==> src/logic/lmd_pkg.sv <==
/*
  shared constants and types of the descending block-load unit:
  register map, field positions, reset values, state and fault encodings.
  assumes a 32-bit data path and an 8-bit register bus address.
*/
`default_nettype none
package lmd_pkg;
  // ------------------------------------------------------------
  // register map
  // ------------------------------------------------------------
  localparam logic [7:0] OFF_CTRL    = 8'h00;
  localparam logic [7:0] OFF_INSTR   = 8'h04;
  localparam logic [7:0] OFF_BASE    = 8'h08;
  localparam logic [7:0] OFF_FLAGS   = 8'h0c;
  localparam logic [7:0] OFF_STATUS  = 8'h10;
  localparam logic [7:0] OFF_EV_STAT = 8'h14;
  localparam logic [7:0] OFF_EV_MASK = 8'h18;
  localparam logic [7:0] OFF_BRANCH  = 8'h1c;
  // ------------------------------------------------------------
  // field positions
  // ------------------------------------------------------------
  localparam int CTRL_GO_BIT   = 0;
  localparam int FLG_COND_BIT  = 0;
  localparam int FLG_INBLK_BIT = 1;
  localparam int FLG_LAST_BIT  = 2;
  localparam int ST_BUSY_BIT   = 0;
  localparam int ST_REC_BIT    = 1;
  localparam int ST_UNPRED_BIT = 2;
  localparam int ST_CNT_LSB    = 4;
  localparam int EV_DONE       = 0;
  localparam int EV_UNPRED     = 1;
  localparam int EV_MISUSE     = 2;
  localparam int EV_PROT       = 3;
  localparam int EV_BUS        = 4;
  localparam int EV_NOTREC     = 5;
  localparam int EV_W          = 6;
  // ------------------------------------------------------------
  // reset values and encodings
  // ------------------------------------------------------------
  localparam logic [31:0] INSTR_RST   = 32'h0000_0000;
  localparam logic [31:0] BASE_RST    = 32'h0000_0000;
  localparam logic [2:0]  FLAGS_RST   = 3'h1;
  localparam logic [5:0]  EV_MASK_RST = 6'h00;
  localparam logic [9:0]  OPC_HI      = 10'h3a4;
  localparam logic [3:0]  PC_IDX      = 4'hf;
  localparam int          ZERO_BIT    = 13;
  localparam logic [31:0] WORD_BYTES  = 32'h0000_0004;
  localparam logic [1:0]  RESP_OKAY   = 2'h0;
  localparam logic [1:0]  RESP_SLVERR = 2'h2;

  typedef enum logic [1:0] {
    ST_IDLE  = 2'h0,
    ST_ISSUE = 2'h1,
    ST_WAIT  = 2'h3,
    ST_DONE  = 2'h2
  } lmd_state_t;

  typedef enum logic [1:0] {
    FLT_NONE   = 2'h0,
    FLT_PROT   = 2'h1,
    FLT_BUS    = 2'h2,
    FLT_MISUSE = 2'h3
  } lmd_fault_t;

  typedef struct packed {
    logic        recognised;
    logic        wback;
    logic [3:0]  rn;
    logic [15:0] mask;
    logic [4:0]  cnt;
    logic        unpred;
  } lmd_dec_t;

  typedef struct packed {
    logic        ack;
    lmd_fault_t  err;
    logic [31:0] rdata;
  } lmd_mem_rsp_t;
endpackage
`default_nettype wire

==> src/logic/lmd_unit.sv <==
/*
  descending block-load execute unit with an axi4-lite register slave.
  assumes a memory port that answers each held word request with a
  one-cycle ack, and a register file that takes one write per cycle.
*/
// Notes on behaviour
// - words end just below base address
// - writeback stores lowest address when enabled
// - lowest register gets lowest address word
// - program counter load acts as branch
// - even branch target raises misuse fault
// - mask is pc, lr, zero, low bits
// - bad base, short list, pc+lr unpredictable
// - pc load mid conditional block unpredictable
// - writeback with base in list unpredictable
// - failed condition makes no access, only raises done event
`timescale 1ns/10ps
`default_nettype none
module lmd_unit #(
  parameter int AW = 8
) (
  input  wire logic                 aclk,
  input  wire logic                 aresetn,
  input  wire logic [AW-1:0]        s_axi_awaddr,
  input  wire logic                 s_axi_awvalid,
  output logic                      s_axi_awready,
  input  wire logic [31:0]          s_axi_wdata,
  input  wire logic [3:0]           s_axi_wstrb,
  input  wire logic                 s_axi_wvalid,
  output logic                      s_axi_wready,
  output logic [1:0]                s_axi_bresp,
  output logic                      s_axi_bvalid,
  input  wire logic                 s_axi_bready,
  input  wire logic [AW-1:0]        s_axi_araddr,
  input  wire logic                 s_axi_arvalid,
  output logic                      s_axi_arready,
  output logic [31:0]               s_axi_rdata,
  output logic [1:0]                s_axi_rresp,
  output logic                      s_axi_rvalid,
  input  wire logic                 s_axi_rready,
  output logic                      mem_req,
  output logic [31:0]               mem_addr,
  input  wire lmd_pkg::lmd_mem_rsp_t mem_rsp,
  output logic                      rf_we,
  output logic [3:0]                rf_idx,
  output logic [31:0]               rf_data,
  output logic                      br_valid,
  output logic [31:0]               br_target,
  output logic                      fault_valid,
  output lmd_pkg::lmd_fault_t       fault_kind,
  output logic                      irq
);
  // ------------------------------------------------------------
  // declarations
  // ------------------------------------------------------------
  lmd_pkg::lmd_state_t state_reg;
  lmd_pkg::lmd_dec_t   dec;
  logic [31:0]         instr_reg;
  logic [31:0]         base_reg;
  logic [2:0]          flags_reg;
  logic [5:0]          ev_stat_reg;
  logic [5:0]          ev_mask_reg;
  logic [5:0]          ev_set;
  logic [5:0]          ev_clr;
  logic                go_reg;
  logic                aw_got_reg;
  logic                w_got_reg;
  logic [AW-1:0]       aw_addr_reg;
  logic [31:0]         w_data_reg;
  logic [3:0]          w_strb_reg;
  logic                wr_do;
  logic [7:0]          wr_off;
  logic [7:0]          rd_off;
  logic [15:0]         remain_reg;
  logic [31:0]         addr_reg;
  logic [31:0]         low_addr_reg;
  logic [3:0]          cur_idx_reg;
  logic                pc_hit_reg;
  logic [31:0]         pc_word_reg;
  logic [3:0]          next_idx;
  logic                any_left;
  logic [15:0]         remain_after;
  logic                beat_ok;
  logic [31:0]         start_addr;

  function automatic logic [31:0] merge(input logic [31:0] old_v,
                                        input logic [31:0] new_v,
                                        input logic [3:0]  strb);
    logic [31:0] r;
    r = old_v;
    for (int b = 0; b < 4; b++)
    begin
      if (strb[b])
      begin
        r[b*8 +: 8] = new_v[b*8 +: 8];
      end
    end
    return r;
  endfunction

  lmd_decode u_dec (
    .instr    (instr_reg),
    .in_blk   (flags_reg[lmd_pkg::FLG_INBLK_BIT]),
    .last_blk (flags_reg[lmd_pkg::FLG_LAST_BIT]),
    .dec      (dec)
  );

  lmd_lowest #(.W(16), .IW(4)) u_low (
    .vec   (remain_reg),
    .idx   (next_idx),
    .found (any_left)
  );

  // ------------------------------------------------------------
  // axi4-lite write channel
  // ------------------------------------------------------------
  // address and data may arrive in either order; both are held
  assign wr_do  = aw_got_reg && w_got_reg && !s_axi_bvalid;
  assign wr_off = 8'(aw_addr_reg);

  always_ff @(posedge aclk)
  begin
    if (!aresetn)
    begin
      aw_got_reg    <= 1'b0;
      w_got_reg     <= 1'b0;
      s_axi_awready <= 1'b0;
      s_axi_wready  <= 1'b0;
      s_axi_bvalid  <= 1'b0;
      s_axi_bresp   <= lmd_pkg::RESP_OKAY;
      aw_addr_reg   <= '0;
      w_data_reg    <= 32'h0000_0000;
      w_strb_reg    <= 4'h0;
    end
    else
    begin
      if (s_axi_awvalid && s_axi_awready)
      begin
        aw_got_reg    <= 1'b1;
        aw_addr_reg   <= s_axi_awaddr;
        s_axi_awready <= 1'b0;
      end
      else if (!aw_got_reg && !s_axi_bvalid)
      begin
        s_axi_awready <= 1'b1;
      end
      if (s_axi_wvalid && s_axi_wready)
      begin
        w_got_reg    <= 1'b1;
        w_data_reg   <= s_axi_wdata;
        w_strb_reg   <= s_axi_wstrb;
        s_axi_wready <= 1'b0;
      end
      else if (!w_got_reg && !s_axi_bvalid)
      begin
        s_axi_wready <= 1'b1;
      end
      if (wr_do)
      begin
        aw_got_reg   <= 1'b0;
        w_got_reg    <= 1'b0;
        s_axi_bvalid <= 1'b1;
        s_axi_bresp  <= (wr_off > lmd_pkg::OFF_BRANCH || wr_off[1:0] != 2'h0)
                        ? lmd_pkg::RESP_SLVERR : lmd_pkg::RESP_OKAY;
      end
      else if (s_axi_bvalid && s_axi_bready)
      begin
        s_axi_bvalid <= 1'b0;
      end
    end
  end

  // ------------------------------------------------------------
  // software registers
  // ------------------------------------------------------------
  // a go while busy is dropped; the instruction fields must not move
  always_ff @(posedge aclk)
  begin
    if (!aresetn)
    begin
      instr_reg   <= lmd_pkg::INSTR_RST;
      base_reg    <= lmd_pkg::BASE_RST;
      flags_reg   <= lmd_pkg::FLAGS_RST;
      ev_mask_reg <= lmd_pkg::EV_MASK_RST;
      go_reg      <= 1'b0;
    end
    else
    begin
      go_reg <= wr_do && wr_off == lmd_pkg::OFF_CTRL && w_strb_reg[0]
                && w_data_reg[lmd_pkg::CTRL_GO_BIT] && state_reg == lmd_pkg::ST_IDLE;
      if (wr_do && state_reg == lmd_pkg::ST_IDLE)
      begin
        case (wr_off)
          lmd_pkg::OFF_INSTR: instr_reg <= merge(instr_reg, w_data_reg, w_strb_reg);
          lmd_pkg::OFF_BASE:  base_reg  <= merge(base_reg, w_data_reg, w_strb_reg);
          lmd_pkg::OFF_FLAGS:
          begin
            if (w_strb_reg[0])
            begin
              flags_reg <= w_data_reg[2:0];
            end
          end
          default: ;
        endcase
      end
      if (wr_do && wr_off == lmd_pkg::OFF_EV_MASK && w_strb_reg[0])
      begin
        ev_mask_reg <= w_data_reg[5:0];
      end
    end
  end

  // ------------------------------------------------------------
  // axi4-lite read channel
  // ------------------------------------------------------------
  assign rd_off = 8'(s_axi_araddr);

  always_ff @(posedge aclk)
  begin
    if (!aresetn)
    begin
      s_axi_arready <= 1'b0;
      s_axi_rvalid  <= 1'b0;
      s_axi_rdata   <= 32'h0000_0000;
      s_axi_rresp   <= lmd_pkg::RESP_OKAY;
    end
    else if (s_axi_arvalid && s_axi_arready)
    begin
      s_axi_arready <= 1'b0;
      s_axi_rvalid  <= 1'b1;
      s_axi_rresp   <= lmd_pkg::RESP_OKAY;
      case (rd_off)
        lmd_pkg::OFF_CTRL:    s_axi_rdata <= 32'h0000_0000;
        lmd_pkg::OFF_INSTR:   s_axi_rdata <= instr_reg;
        lmd_pkg::OFF_BASE:    s_axi_rdata <= base_reg;
        lmd_pkg::OFF_FLAGS:   s_axi_rdata <= {29'h0, flags_reg};
        lmd_pkg::OFF_STATUS:  s_axi_rdata <= {23'h0, dec.cnt, 1'b0, dec.unpred,
                                              dec.recognised, state_reg != lmd_pkg::ST_IDLE};
        lmd_pkg::OFF_EV_STAT: s_axi_rdata <= {26'h0, ev_stat_reg};
        lmd_pkg::OFF_EV_MASK: s_axi_rdata <= {26'h0, ev_mask_reg};
        lmd_pkg::OFF_BRANCH:  s_axi_rdata <= pc_word_reg;
        default:
        begin
          s_axi_rdata <= 32'h0000_0000;
          s_axi_rresp <= lmd_pkg::RESP_SLVERR;
        end
      endcase
    end
    else if (s_axi_rvalid && s_axi_rready)
    begin
      s_axi_rvalid <= 1'b0;
    end
    else if (!s_axi_rvalid)
    begin
      s_axi_arready <= 1'b1;
    end
  end

  // ------------------------------------------------------------
  // events and interrupt
  // ------------------------------------------------------------
  assign beat_ok = state_reg == lmd_pkg::ST_WAIT && mem_rsp.ack
                   && mem_rsp.err == lmd_pkg::FLT_NONE;
  assign ev_clr  = (wr_do && wr_off == lmd_pkg::OFF_EV_STAT && w_strb_reg[0])
                   ? w_data_reg[5:0] : 6'h00;

  always_comb
  begin
    ev_set = 6'h00;
    if (go_reg && state_reg == lmd_pkg::ST_IDLE)
    begin
      ev_set[lmd_pkg::EV_NOTREC] = !dec.recognised;
      ev_set[lmd_pkg::EV_UNPRED] = dec.recognised && dec.unpred;
      ev_set[lmd_pkg::EV_DONE]   = dec.recognised && !dec.unpred
                                   && !flags_reg[lmd_pkg::FLG_COND_BIT];
    end
    if (state_reg == lmd_pkg::ST_WAIT && mem_rsp.ack)
    begin
      ev_set[lmd_pkg::EV_PROT] = mem_rsp.err == lmd_pkg::FLT_PROT;
      ev_set[lmd_pkg::EV_BUS]  = mem_rsp.err == lmd_pkg::FLT_BUS;
    end
    ev_set[lmd_pkg::EV_MISUSE] = beat_ok && cur_idx_reg == lmd_pkg::PC_IDX
                                 && !mem_rsp.rdata[0];
    if (state_reg == lmd_pkg::ST_DONE)
    begin
      ev_set[lmd_pkg::EV_DONE] = 1'b1;
    end
  end

  // set beats clear when both land in one cycle
  always_ff @(posedge aclk)
  begin
    if (!aresetn)
    begin
      ev_stat_reg <= 6'h00;
      irq         <= 1'b0;
    end
    else
    begin
      ev_stat_reg <= (ev_stat_reg & ~ev_clr) | ev_set;
      irq         <= |(((ev_stat_reg & ~ev_clr) | ev_set) & ev_mask_reg);
    end
  end

  // ------------------------------------------------------------
  // load sequencer
  // ------------------------------------------------------------
  assign start_addr   = base_reg - {25'h0, dec.cnt, 2'h0};
  assign remain_after = remain_reg & ~(16'h0001 << cur_idx_reg);

  always_ff @(posedge aclk)
  begin
    if (!aresetn)
    begin
      state_reg    <= lmd_pkg::ST_IDLE;
      remain_reg   <= 16'h0000;
      addr_reg     <= 32'h0000_0000;
      low_addr_reg <= 32'h0000_0000;
      cur_idx_reg  <= 4'h0;
      pc_hit_reg   <= 1'b0;
      pc_word_reg  <= 32'h0000_0000;
      mem_req      <= 1'b0;
      mem_addr     <= 32'h0000_0000;
      rf_we        <= 1'b0;
      rf_idx       <= 4'h0;
      rf_data      <= 32'h0000_0000;
      br_valid     <= 1'b0;
      br_target    <= 32'h0000_0000;
      fault_valid  <= 1'b0;
      fault_kind   <= lmd_pkg::FLT_NONE;
    end
    else
    begin
      rf_we       <= 1'b0;
      br_valid    <= 1'b0;
      fault_valid <= 1'b0;
      case (state_reg)
        lmd_pkg::ST_IDLE:
        begin
          // undecodable, unpredictable or failed-condition: no access at all
          if (go_reg && dec.recognised && !dec.unpred
              && flags_reg[lmd_pkg::FLG_COND_BIT])
          begin
            remain_reg   <= dec.mask;
            addr_reg     <= start_addr;
            low_addr_reg <= start_addr;
            pc_hit_reg   <= 1'b0;
            state_reg    <= lmd_pkg::ST_ISSUE;
          end
        end
        lmd_pkg::ST_ISSUE:
        begin
          mem_req     <= 1'b1;
          mem_addr    <= addr_reg;
          cur_idx_reg <= next_idx;
          state_reg   <= lmd_pkg::ST_WAIT;
        end
        lmd_pkg::ST_WAIT:
        begin
          if (mem_rsp.ack)
          begin
            mem_req <= 1'b0;
            if (mem_rsp.err != lmd_pkg::FLT_NONE)
            begin
              // abandon the sequence: no writeback after a faulted word
              fault_valid <= 1'b1;
              fault_kind  <= mem_rsp.err;
              state_reg   <= lmd_pkg::ST_IDLE;
            end
            else if (cur_idx_reg == lmd_pkg::PC_IDX && !mem_rsp.rdata[0])
            begin
              fault_valid <= 1'b1;
              fault_kind  <= lmd_pkg::FLT_MISUSE;
              state_reg   <= lmd_pkg::ST_IDLE;
            end
            else
            begin
              if (cur_idx_reg == lmd_pkg::PC_IDX)
              begin
                pc_hit_reg  <= 1'b1;
                pc_word_reg <= mem_rsp.rdata;
              end
              else
              begin
                rf_we   <= 1'b1;
                rf_idx  <= cur_idx_reg;
                rf_data <= mem_rsp.rdata;
              end
              remain_reg <= remain_after;
              addr_reg   <= addr_reg + lmd_pkg::WORD_BYTES;
              state_reg  <= (remain_after == 16'h0000) ? lmd_pkg::ST_DONE
                                                        : lmd_pkg::ST_ISSUE;
            end
          end
        end
        lmd_pkg::ST_DONE:
        begin
          if (dec.wback)
          begin
            rf_we   <= 1'b1;
            rf_idx  <= dec.rn;
            rf_data <= low_addr_reg;
          end
          br_valid  <= pc_hit_reg;
          br_target <= pc_word_reg;
          state_reg <= lmd_pkg::ST_IDLE;
        end
        default: state_reg <= lmd_pkg::ST_IDLE;
      endcase
    end
  end
endmodule // lmd_unit
`default_nettype wire

==> src/logic/lmd_lowest.sv <==
/*
  finds the lowest set bit of a vector.
  assumes nothing of its surroundings; purely combinational.
*/
`timescale 1ns/10ps
`default_nettype none
module lmd_lowest #(
  parameter int W  = 16,
  parameter int IW = 4
) (
  input  wire logic [W-1:0]  vec,
  output logic      [IW-1:0] idx,
  output logic               found
);
  // scan from the top so the lowest set bit is the last one written
  always_comb
  begin
    idx   = '0;
    found = 1'b0;
    for (int i = W - 1; i >= 0; i--)
    begin
      if (vec[i])
      begin
        idx   = IW'(i);
        found = 1'b1;
      end
    end
  end
endmodule // lmd_lowest
`default_nettype wire

==> src/logic/lmd_decode.sv <==
/*
  decodes the 32-bit descending block-load encoding.
  assumes first halfword in bits 31:16, second in bits 15:0.
*/
`timescale 1ns/10ps
`default_nettype none
module lmd_decode (
  input  wire logic [31:0]    instr,
  input  wire logic           in_blk,
  input  wire logic           last_blk,
  output lmd_pkg::lmd_dec_t   dec
);
  logic [15:0] hw1;
  logic [15:0] hw2;
  logic [15:0] mask;
  logic [4:0]  cnt;

  assign hw1 = instr[31:16];
  assign hw2 = instr[15:0];
  // bit 13 forced low, so the stack pointer never lands in the list
  assign mask = {hw2[15], hw2[14], 1'b0, hw2[12:0]};

  always_comb
  begin
    cnt = 5'h00;
    for (int i = 0; i < 16; i++)
    begin
      cnt = cnt + {4'h0, mask[i]};
    end
  end

  always_comb
  begin
    dec.recognised = (hw1[15:6] == lmd_pkg::OPC_HI) && hw1[4];
    dec.wback      = hw1[5];
    dec.rn         = hw1[3:0];
    dec.mask       = mask;
    dec.cnt        = cnt;
    dec.unpred     = (hw1[3:0] == lmd_pkg::PC_IDX) || (cnt < 5'h02)
                     || (hw2[15] && hw2[14])
                     || (mask[15] && in_blk && !last_blk)
                     || (hw1[5] && mask[hw1[3:0]]);
  end
endmodule // lmd_decode
`default_nettype wire

==> config.mk <==
export PLATFORM = sky130hd
export DESIGN_NAME = lmd_unit
export DESIGN_NICKNAME = d
export VERILOG_FILES = /design/src/logic/lmd_pkg.sv /design/src/logic/lmd_unit.sv /design/src/logic/lmd_lowest.sv /design/src/logic/lmd_decode.sv
export SDC_FILE = /design/constraint.sdc
export NUM_CORES = 1
export LEC_CHECK = 0
export ABC_AREA = 1
export BUFFER_PORTS_ARGS = -buffer_cell sky130_fd_sc_hd__buf_2
export CORE_MARGIN = 5
export CORE_UTILIZATION = 58
export CTS_CLUSTER_SIZE = 14
export DETAILED_ROUTE_END_ITERATION = 10
export MAX_ROUTING_LAYER = met4
export PLACE_DENSITY = 0.86
export SETUP_SLACK_MARGIN = 0.3
export SLEW_MARGIN = 20
export SYNTH_ARGS = -nofsm -noshare
export SYNTH_HDL_FRONTEND = slang
export SYNTH_SLANG_ARGS = --single-unit
==> constraint.sdc <==
create_clock -name aclk -period 5.55 [get_ports aclk]
set_input_delay 0.555 -clock aclk [delete_from_list [all_inputs] [get_ports aclk]]
set_output_delay 0.555 -clock aclk [all_outputs]
set_load 0.005 [all_outputs]
==> summary.txt, run 1 <==
Routed Antenna Nets -> 0
area delta synth->final -> 16.3%
H-tree depth -> 2
Unique masters post-synth -> 54
synth warn -> 0
Num Clock Sinks -> 391
Core Region -> 0.0297 mm^2
largest net degree at the start of global routing -> 181
Setup Skew -> 11.9 ps
final hold viol count -> 0
Vias/cell -> 5.92
Port Buf Inserts -> 239
Rel. slew slack -> 33.6%
most frequent cells in the layout -> 389 x dfxtp_1, 386 x nand2_1, 360 x o21ai_0, 325 x nor2_1, 238 x buf_2
max cap viols -> 0
hpwl dp -> 47300 um
DRC errors left -> 0
Top FF cell, synth -> dfxtp_1
slowest library cell on the worst path -> fa_2
Synth async-reset ratio -> 0%
RSZ-0062 raised after global routing -> true
Tot GR Track Use -> 37.7%
chip width -> 184 um
post-place instance area -> 0.0188 mm^2
global-route wire length before repair -> 96500 um
number of global-route vias before repair -> 16500
routing usage on met1 -> 51.4%
grt total ovfl -> 0
GR peak layer -> met2
DRT iter0 DRCs -> 2007
Initial DRT Pass Iterations -> 5
Leak Pwr -> 8.85 nW
die footprint -> 0.0338 mm^2
met2 Use GR -> 55.5%
Peak VDD IR -> 297 uV
syn_area_per_cell -> 7.23 um^2
Worst-Margin Slew -> 996 ps
number of synthesized flops with an enable pin -> 0
max frequency -> 0.197 GHz
max-slew violations -> 0
GPL Wtd Cong -> 1.02
Clock Latency Late Sink -> 530 ps
Num CTS Buffers -> 40
CP startpoint kind -> flip-flop
final setup vio count -> 0
CP required -> 6020 ps
CP peak stage delay -> 540 ps
Post-Synthesis Cells -> 2421
Nets -> 2713
commonest non-fill, non-tap cell in the layout -> dfxtp_1
register area share after synthesis -> 44.7%
status -> finished clean
fillers -> 2541
GR Util met3 -> 7.16%
Clock Tree Buf Depth -> 3
FF+latch count, synth -> 391
critical path cell sequence -> ha_1 -> inv_1 -> fa_1 -> fa_1 -> fa_1 -> fa_1 -> inv_1 -> ha_2 -> fa_2 -> inv_2 -> fa_2 -> nand2_1 -> nor2_1 -> nor2_2 -> o21ai_4 -> nor2_4 -> nand2_2 -> nor2_4 -> nand4_1 -> nand2_1 -> nand2_1 -> nand3_1 -> nand2_1 -> nor2_1
power per cell area -> 283 mW/mm^2
setup TNS -> 0 ps
crit-path max FO -> 5
clock period minus worst slack -> 5090 ps
WL/cell -> 21.1 um
Vias -> 17900
CP Capture Type -> flip-flop
CTS root buf -> clkbuf_16
Arr. time, crit path -> 5560 ps
CTS tree -> yes
Die Ht -> 184 um
layout cells sized above 1 -> 15.6%
initial antenna violation count -> 1
cell area after layout -> 0.0204 mm^2
I/O Pins -> 242
Initial Util -> 58.9%
Clock Pin Slew Worst Setup and Hold Paths -> 70 ps
path type of the worst setup path -> flip-flop to flip-flop
Site Rows -> 63
Hold/Removal Path Class -> primary input to flip-flop
hold buffers post-CTS -> 0
share of the clock period used by the worst path -> 91.7%
DRT Wirelength -> 63800 um
Syn Std Cell Area -> 0.0175 mm^2
area by class of cell:
| class | count | area [um^2] | area share, % |
|---|---|---|---|
| flip-flops and latches | 391 | 7830 | 38.5 |
| multi-input cells | 1659 | 8420 | 41.3 |
| repair buffers | 268 | 1450 | 7.10 |
| clock buffers | 61 | 1160 | 5.70 |
| clock inverters | 13 | 129 | 0.633 |
| diodes | 1 | 2.50 | 0.0123 |
| inverters | 237 | 890 | 4.37 |
| well taps | 390 | 488 | 2.40 |
cells in the mapped netlist (28+ instances only):
library cell / number / area share, %
o21ai_1: 40 / 1.1
nand3_1: 60 / 1.7
nor3_1: 28 / 0.80
inv_1: 225 / 4.8
a21oi_1: 221 / 6.3
o21ai_0: 361 / 10
nand2_1: 391 / 8.4
a31oi_1: 39 / 1.4
clkbuf_1: 96 / 2.1
xor2_1: 36 / 1.8
nor2_1: 330 / 7.1
dfxtp_1: 391 / 45
kinds of logic after synthesis:
group                      synth area share, %
and+or+nand+nor                           20.6
AOI/OAI and AO/OA                         21.9
DFF                                       44.7
buffers and inverters                     8.54
xor gates and xnor gates                  2.29
adders and majority gates                 2.00
other                                   0.0214
stage by stage:
step                hold WS [ps]  worst slack [ps]  utilization, %  power, mW  instances
floorplan                    424               588               -       3.04       2422
global placement             435               240            63.3       3.13       2938
detailed placement           439               176            63.3       3.13       2938
CTS                          266               324            67.8       5.76       3014
global route                 274               231            68.5       5.90       3020
finish                       271               462            68.5       5.76       3020
routing by layer:
metal	part of all wire, %	wire length (um)	vias to the layer above
met4	4.8	3030	0
met2	43	27500	964
met3	10	6480	175
met1	42	26800	8393
li1	-	-	8344
met5	0	0	-
worst max-delay path, delay by kind of cell, from the launching register on:
family / cells / cell delay, ps
compound gates: 1 / 120
buf+inv: 3 / 180
simple gates: 12 / 1170
flops: 1 / 340
fa+ha+maj: 8 / 3220
path summary, 6_finish.rpt:
check             slack [ps]                           to                         from  cells past startpoint
setup / recovery         460    addr_reg[22]$_SDFFE_PN0P_    instr_reg[0]$_SDFFE_PN0P_                     24
hold / removal           270  w_data_reg[16]$_SDFFE_PN0P_              s_axi_wdata[16]                      3
setup reg to reg         460    addr_reg[22]$_SDFFE_PN0P_    instr_reg[0]$_SDFFE_PN0P_                     24
hold reg to reg          450  s_axi_rdata[0]$_SDFFE_PN0P_  s_axi_rdata[0]$_SDFFE_PN0P_                      2
what timing repair did:
action,4_1_cts,5_1_grt
resized for setup,11,27
setup buffers,2,5
endpoints found under the setup margin,20,42
pin swaps,1,9
power by group:
| group | internal, mW | total, mW | switching [mW] | leakage (nW) |
|---|---|---|---|---|
| logic | 0.0705 | 0.221 | 0.150 | 5.06 |
| clock network | 1.55 | 2.68 | 1.14 | 0.634 |
| registers | 2.83 | 2.86 | 0.0257 | 3.16 |
| total | 4.45 | 5.76 | 1.31 | 8.85 |
(Power assumes the default switching activity.)
==> inputs of run 2 (changes only) <==
- CORE_ASPECT_RATIO: default -> 0.5
- CTS_CLUSTER_SIZE: 14 -> default
==> summary.txt, run 2 (same netlist as run 1, synthesis figures left out) <==
Arr. time, crit path -> 5740 ps (was 5560 ps)
Hold/Removal Path Class -> primary input to flip-flop (unchanged)
Routed Antenna Nets -> 0 (unchanged)
Clk pwr share -> 46.2% (was 46.6%)
hpwl dp -> 44200 um (was 47300 um)
fillers -> 2541 (unchanged)
CP startpoint kind -> flip-flop (unchanged)
DRT Wirelength -> 61200 um (was 63800 um)
die footprint -> 0.0340 mm^2 (was 0.0338 mm^2)
chip width -> 256 um (was 184 um)
Initial DRT Pass Iterations -> 8 (was 5)
area delta synth->final -> 17.1% (was 16.3%)
Layout Utilization -> 68.2% (was 68.5%)
Setup Skew -> 26.5 ps (was 11.9 ps)
Num Clock Sinks -> 391 (unchanged)
RSZ-0062 raised after global routing -> true (unchanged)
Site Rows -> 45 (was 63)
initial antenna violation count -> 0 (was 1)
Peak VDD IR -> 155 uV (was 297 uV)
Port Buf Inserts -> 239 (unchanged)
Clock Latency Late Sink -> 560 ps (was 530 ps)
GPL Wtd Cong -> 1.00 (was 1.02)
Critical Path Most Common Cell -> fa_1
# diodes -> 0 (was 1)
max cap viols -> 0 (unchanged)
CTS root buf -> clkbuf_16 (unchanged)
CP required -> 5990 ps (was 6020 ps)
slack of the worst reg-to-reg path -> 240 ps (was 460 ps)
DRC errors left -> 0 (unchanged)
status -> finished clean (unchanged)
critical path cell sequence -> ha_4 -> inv_2 -> fa_1 -> fa_1 -> fa_1 -> fa_1 -> inv_1 -> ha_2 -> fa_2 -> inv_4 -> fa_2 -> nand2_2 -> nor2_2 -> nor2_2 -> o21ai_4 -> nor2_4 -> buf_4 -> buf_6 -> nand2_2 -> xor2_2 -> nand2_1 -> nand2_1 -> nor2_1 -> nor2_1 (was ha_1 -> inv_1 -> fa_1 -> fa_1 -> fa_1 -> fa_1 -> inv_1 -> ha_2 -> fa_2 -> inv_2 -> fa_2 -> nand2_1 -> nor2_1 -> nor2_2 -> o21ai_4 -> nor2_4 -> nand2_2 -> nor2_4 -> nand4_1 -> nand2_1 -> nand2_1 -> nand3_1 -> nand2_1 -> nor2_1)
power per cell area -> 279 mW/mm^2 (was 283 mW/mm^2)
worst r2r src -> instr_reg[1]$_SDFFE_PN0P_ (was instr_reg[0]$_SDFFE_PN0P_)
Critical Path Source -> instr_reg[1]$_SDFFE_PN0P_ (was instr_reg[0]$_SDFFE_PN0P_)
Cell Int Power -> 4.39 mW (was 4.45 mW)
path type of the worst setup path -> flip-flop to flip-flop (unchanged)
Hold EP -> w_data_reg[26]$_SDFFE_PN0P_ (was w_data_reg[16]$_SDFFE_PN0P_)
global-route wire length before repair -> 92000 um (was 96500 um)
clock period minus worst slack -> 5310 ps (was 5090 ps)
Core Region -> 0.0301 mm^2 (was 0.0297 mm^2)
Nets -> 2725 (was 2713)
DRT iter0 DRCs -> 2761 (was 2007)
share of the clock period used by the worst path -> 95.6% (was 91.7%)
final hold viol count -> 0 (unchanged)
Vias/cell -> 5.91 (was 5.92)
Clock Tree Buf Depth -> 3 (unchanged)
Leak Pwr -> 8.90 nW (was 8.85 nW)
Logic pwr share -> 3.8% (about the same)
layout cells sized above 1 -> 16.8% (was 15.6%)
Hold Path Origin -> s_axi_wdata[26] (was s_axi_wdata[16])
Initial Util -> 58.2% (was 58.9%)
max-slew violations -> 0 (unchanged)
setup TNS -> 0 ps (unchanged)
Clock Pin Slew Worst Setup and Hold Paths -> 70 ps (about the same)
most frequent cells in the layout -> 389 x dfxtp_1, 381 x nand2_1, 357 x o21ai_0, 323 x nor2_1, 238 x buf_2 (was 389 x dfxtp_1, 386 x nand2_1, 360 x o21ai_0, 325 x nor2_1, 238 x buf_2)
WL/cell -> 20.1 um (was 21.1 um)
commonest non-fill, non-tap cell in the layout -> dfxtp_1 (unchanged)
Die Ht -> 133 um (was 184 um)
Rel. slew slack -> 26.1% (was 33.6%)
final setup vio count -> 0 (unchanged)
P_sw -> 1.33 mW (was 1.31 mW)
Vias -> 17900 (about the same)
FF-to-FF End -> addr_reg[28]$_SDFFE_PN0P_ (was addr_reg[22]$_SDFFE_PN0P_)
H-tree depth -> 2 (unchanged)
crit-path max FO -> 5 (unchanged)
sequential power share -> 49.9% (was 49.6%)
grt total ovfl -> 0 (unchanged)
largest net degree at the start of global routing -> 132 (was 181)
Hold Path Depth -> 3 (unchanged)
Num CTS Buffers -> 36 (was 40)
Sw Share -> 23.2% (was 22.8%)
CP Capture Type -> flip-flop (unchanged)
slowest library cell on the worst path -> fa_1 (was fa_2)
Tot GR Track Use -> 34.8% (was 37.7%)
Worst-Margin Slew -> 1100 ps (was 996 ps)
FF-to-FF path depth -> 24 (unchanged)
max frequency -> 0.188 GHz (was 0.197 GHz)
CTS tree -> yes (unchanged)
I/O Pins -> 242 (unchanged)
number of global-route vias before repair -> 16000 (was 16500)
CP peak stage delay -> 570 ps (was 540 ps)
==> run 2: critical path: cells and delay by family (launching register included) <==
| family | cells | cell delay [ps] |
|---|---|---|
| xor gates and xnor gates | 1 | 170 |
| DFF | 1 | 360 |
| buffers and inverters | 5 | 350 |
| adders and majority gates | 8 | 3390 |
| and+or+nand+nor | 9 | 760 |
| AOI/OAI and AO/OA | 1 | 140 |
==> run 2: final cells by class <==
type | instances | area, um^2 | share of cell area (%)
Multi-Input combinational cell | 1659 | 8450 | 41.2
Sequential cell | 391 | 7840 | 38.2
Timing Repair Buffer | 284 | 1560 | 7.63
Clock buffer | 49 | 1050 | 5.12
Inverter | 237 | 895 | 4.36
Tap cell | 399 | 499 | 2.44
Clock inverter | 17 | 205 | 1.00
==> run 2: metrics by stage <==
| stage | instance area (um^2) | cells | hold slack [ps] | total power, mW | setup slack, ps |
|---|---|---|---|---|---|
| global placement | 18900 | 2955 | 432 | 3.12 | 270 |
| CTS | 20200 | 3023 | 255 | 5.70 | 282 |
| finish | 20500 | 3036 | 258 | 5.71 | 245 |
| floorplan | 17500 | 2422 | 424 | 3.04 | 588 |
| global route | 20500 | 3036 | 261 | 5.85 | 78.3 |
| detailed placement | 18900 | 2955 | 440 | 3.13 | 81.5 |
==> run 2: worst max path at each step <==
stage | endpoint | slack [ps]
floorplan | addr_reg[16]$_SDFFE_PN0P_ | 590
global placement | addr_reg[17]$_SDFFE_PN0P_ | 270
detailed placement | addr_reg[22]$_SDFFE_PN0P_ | 80
CTS | addr_reg[22]$_SDFFE_PN0P_ | 280
global route | addr_reg[12]$_SDFFE_PN0P_ | 80
finish | addr_reg[28]$_SDFFE_PN0P_ | 240
==> run 2: routing by layer <==
| layer | track usage, % | share of wire, % |
|---|---|---|
| met2 | 47.1 | 40 |
| met1 | 49.9 | 42 |
| met3 | 12.6 | 16 |
| met4 | 7.43 | 2.1 |
| met5 | - | 0 |
==> run 2: timing repair <==
item / in CTS / in global routing
hold buffers: 0 / 0
buffers inserted: 2 / 13
setup endpoints to repair: 31 / 52
gates resized for setup: 12 / 51
gates cloned: 0 / 0
pin swaps: 4 / 26
==> run 2: power groups by stage <==
stage | logic, mW | clock network (mW) | registers (mW)
floorplan | 0.128 | 0 | 2.91
global placement | 0.206 | 0 | 2.92
detailed placement | 0.208 | 0 | 2.92
CTS | 0.211 | 2.63 | 2.85
global route | 0.241 | 2.76 | 2.85
finish | 0.219 | 2.64 | 2.85
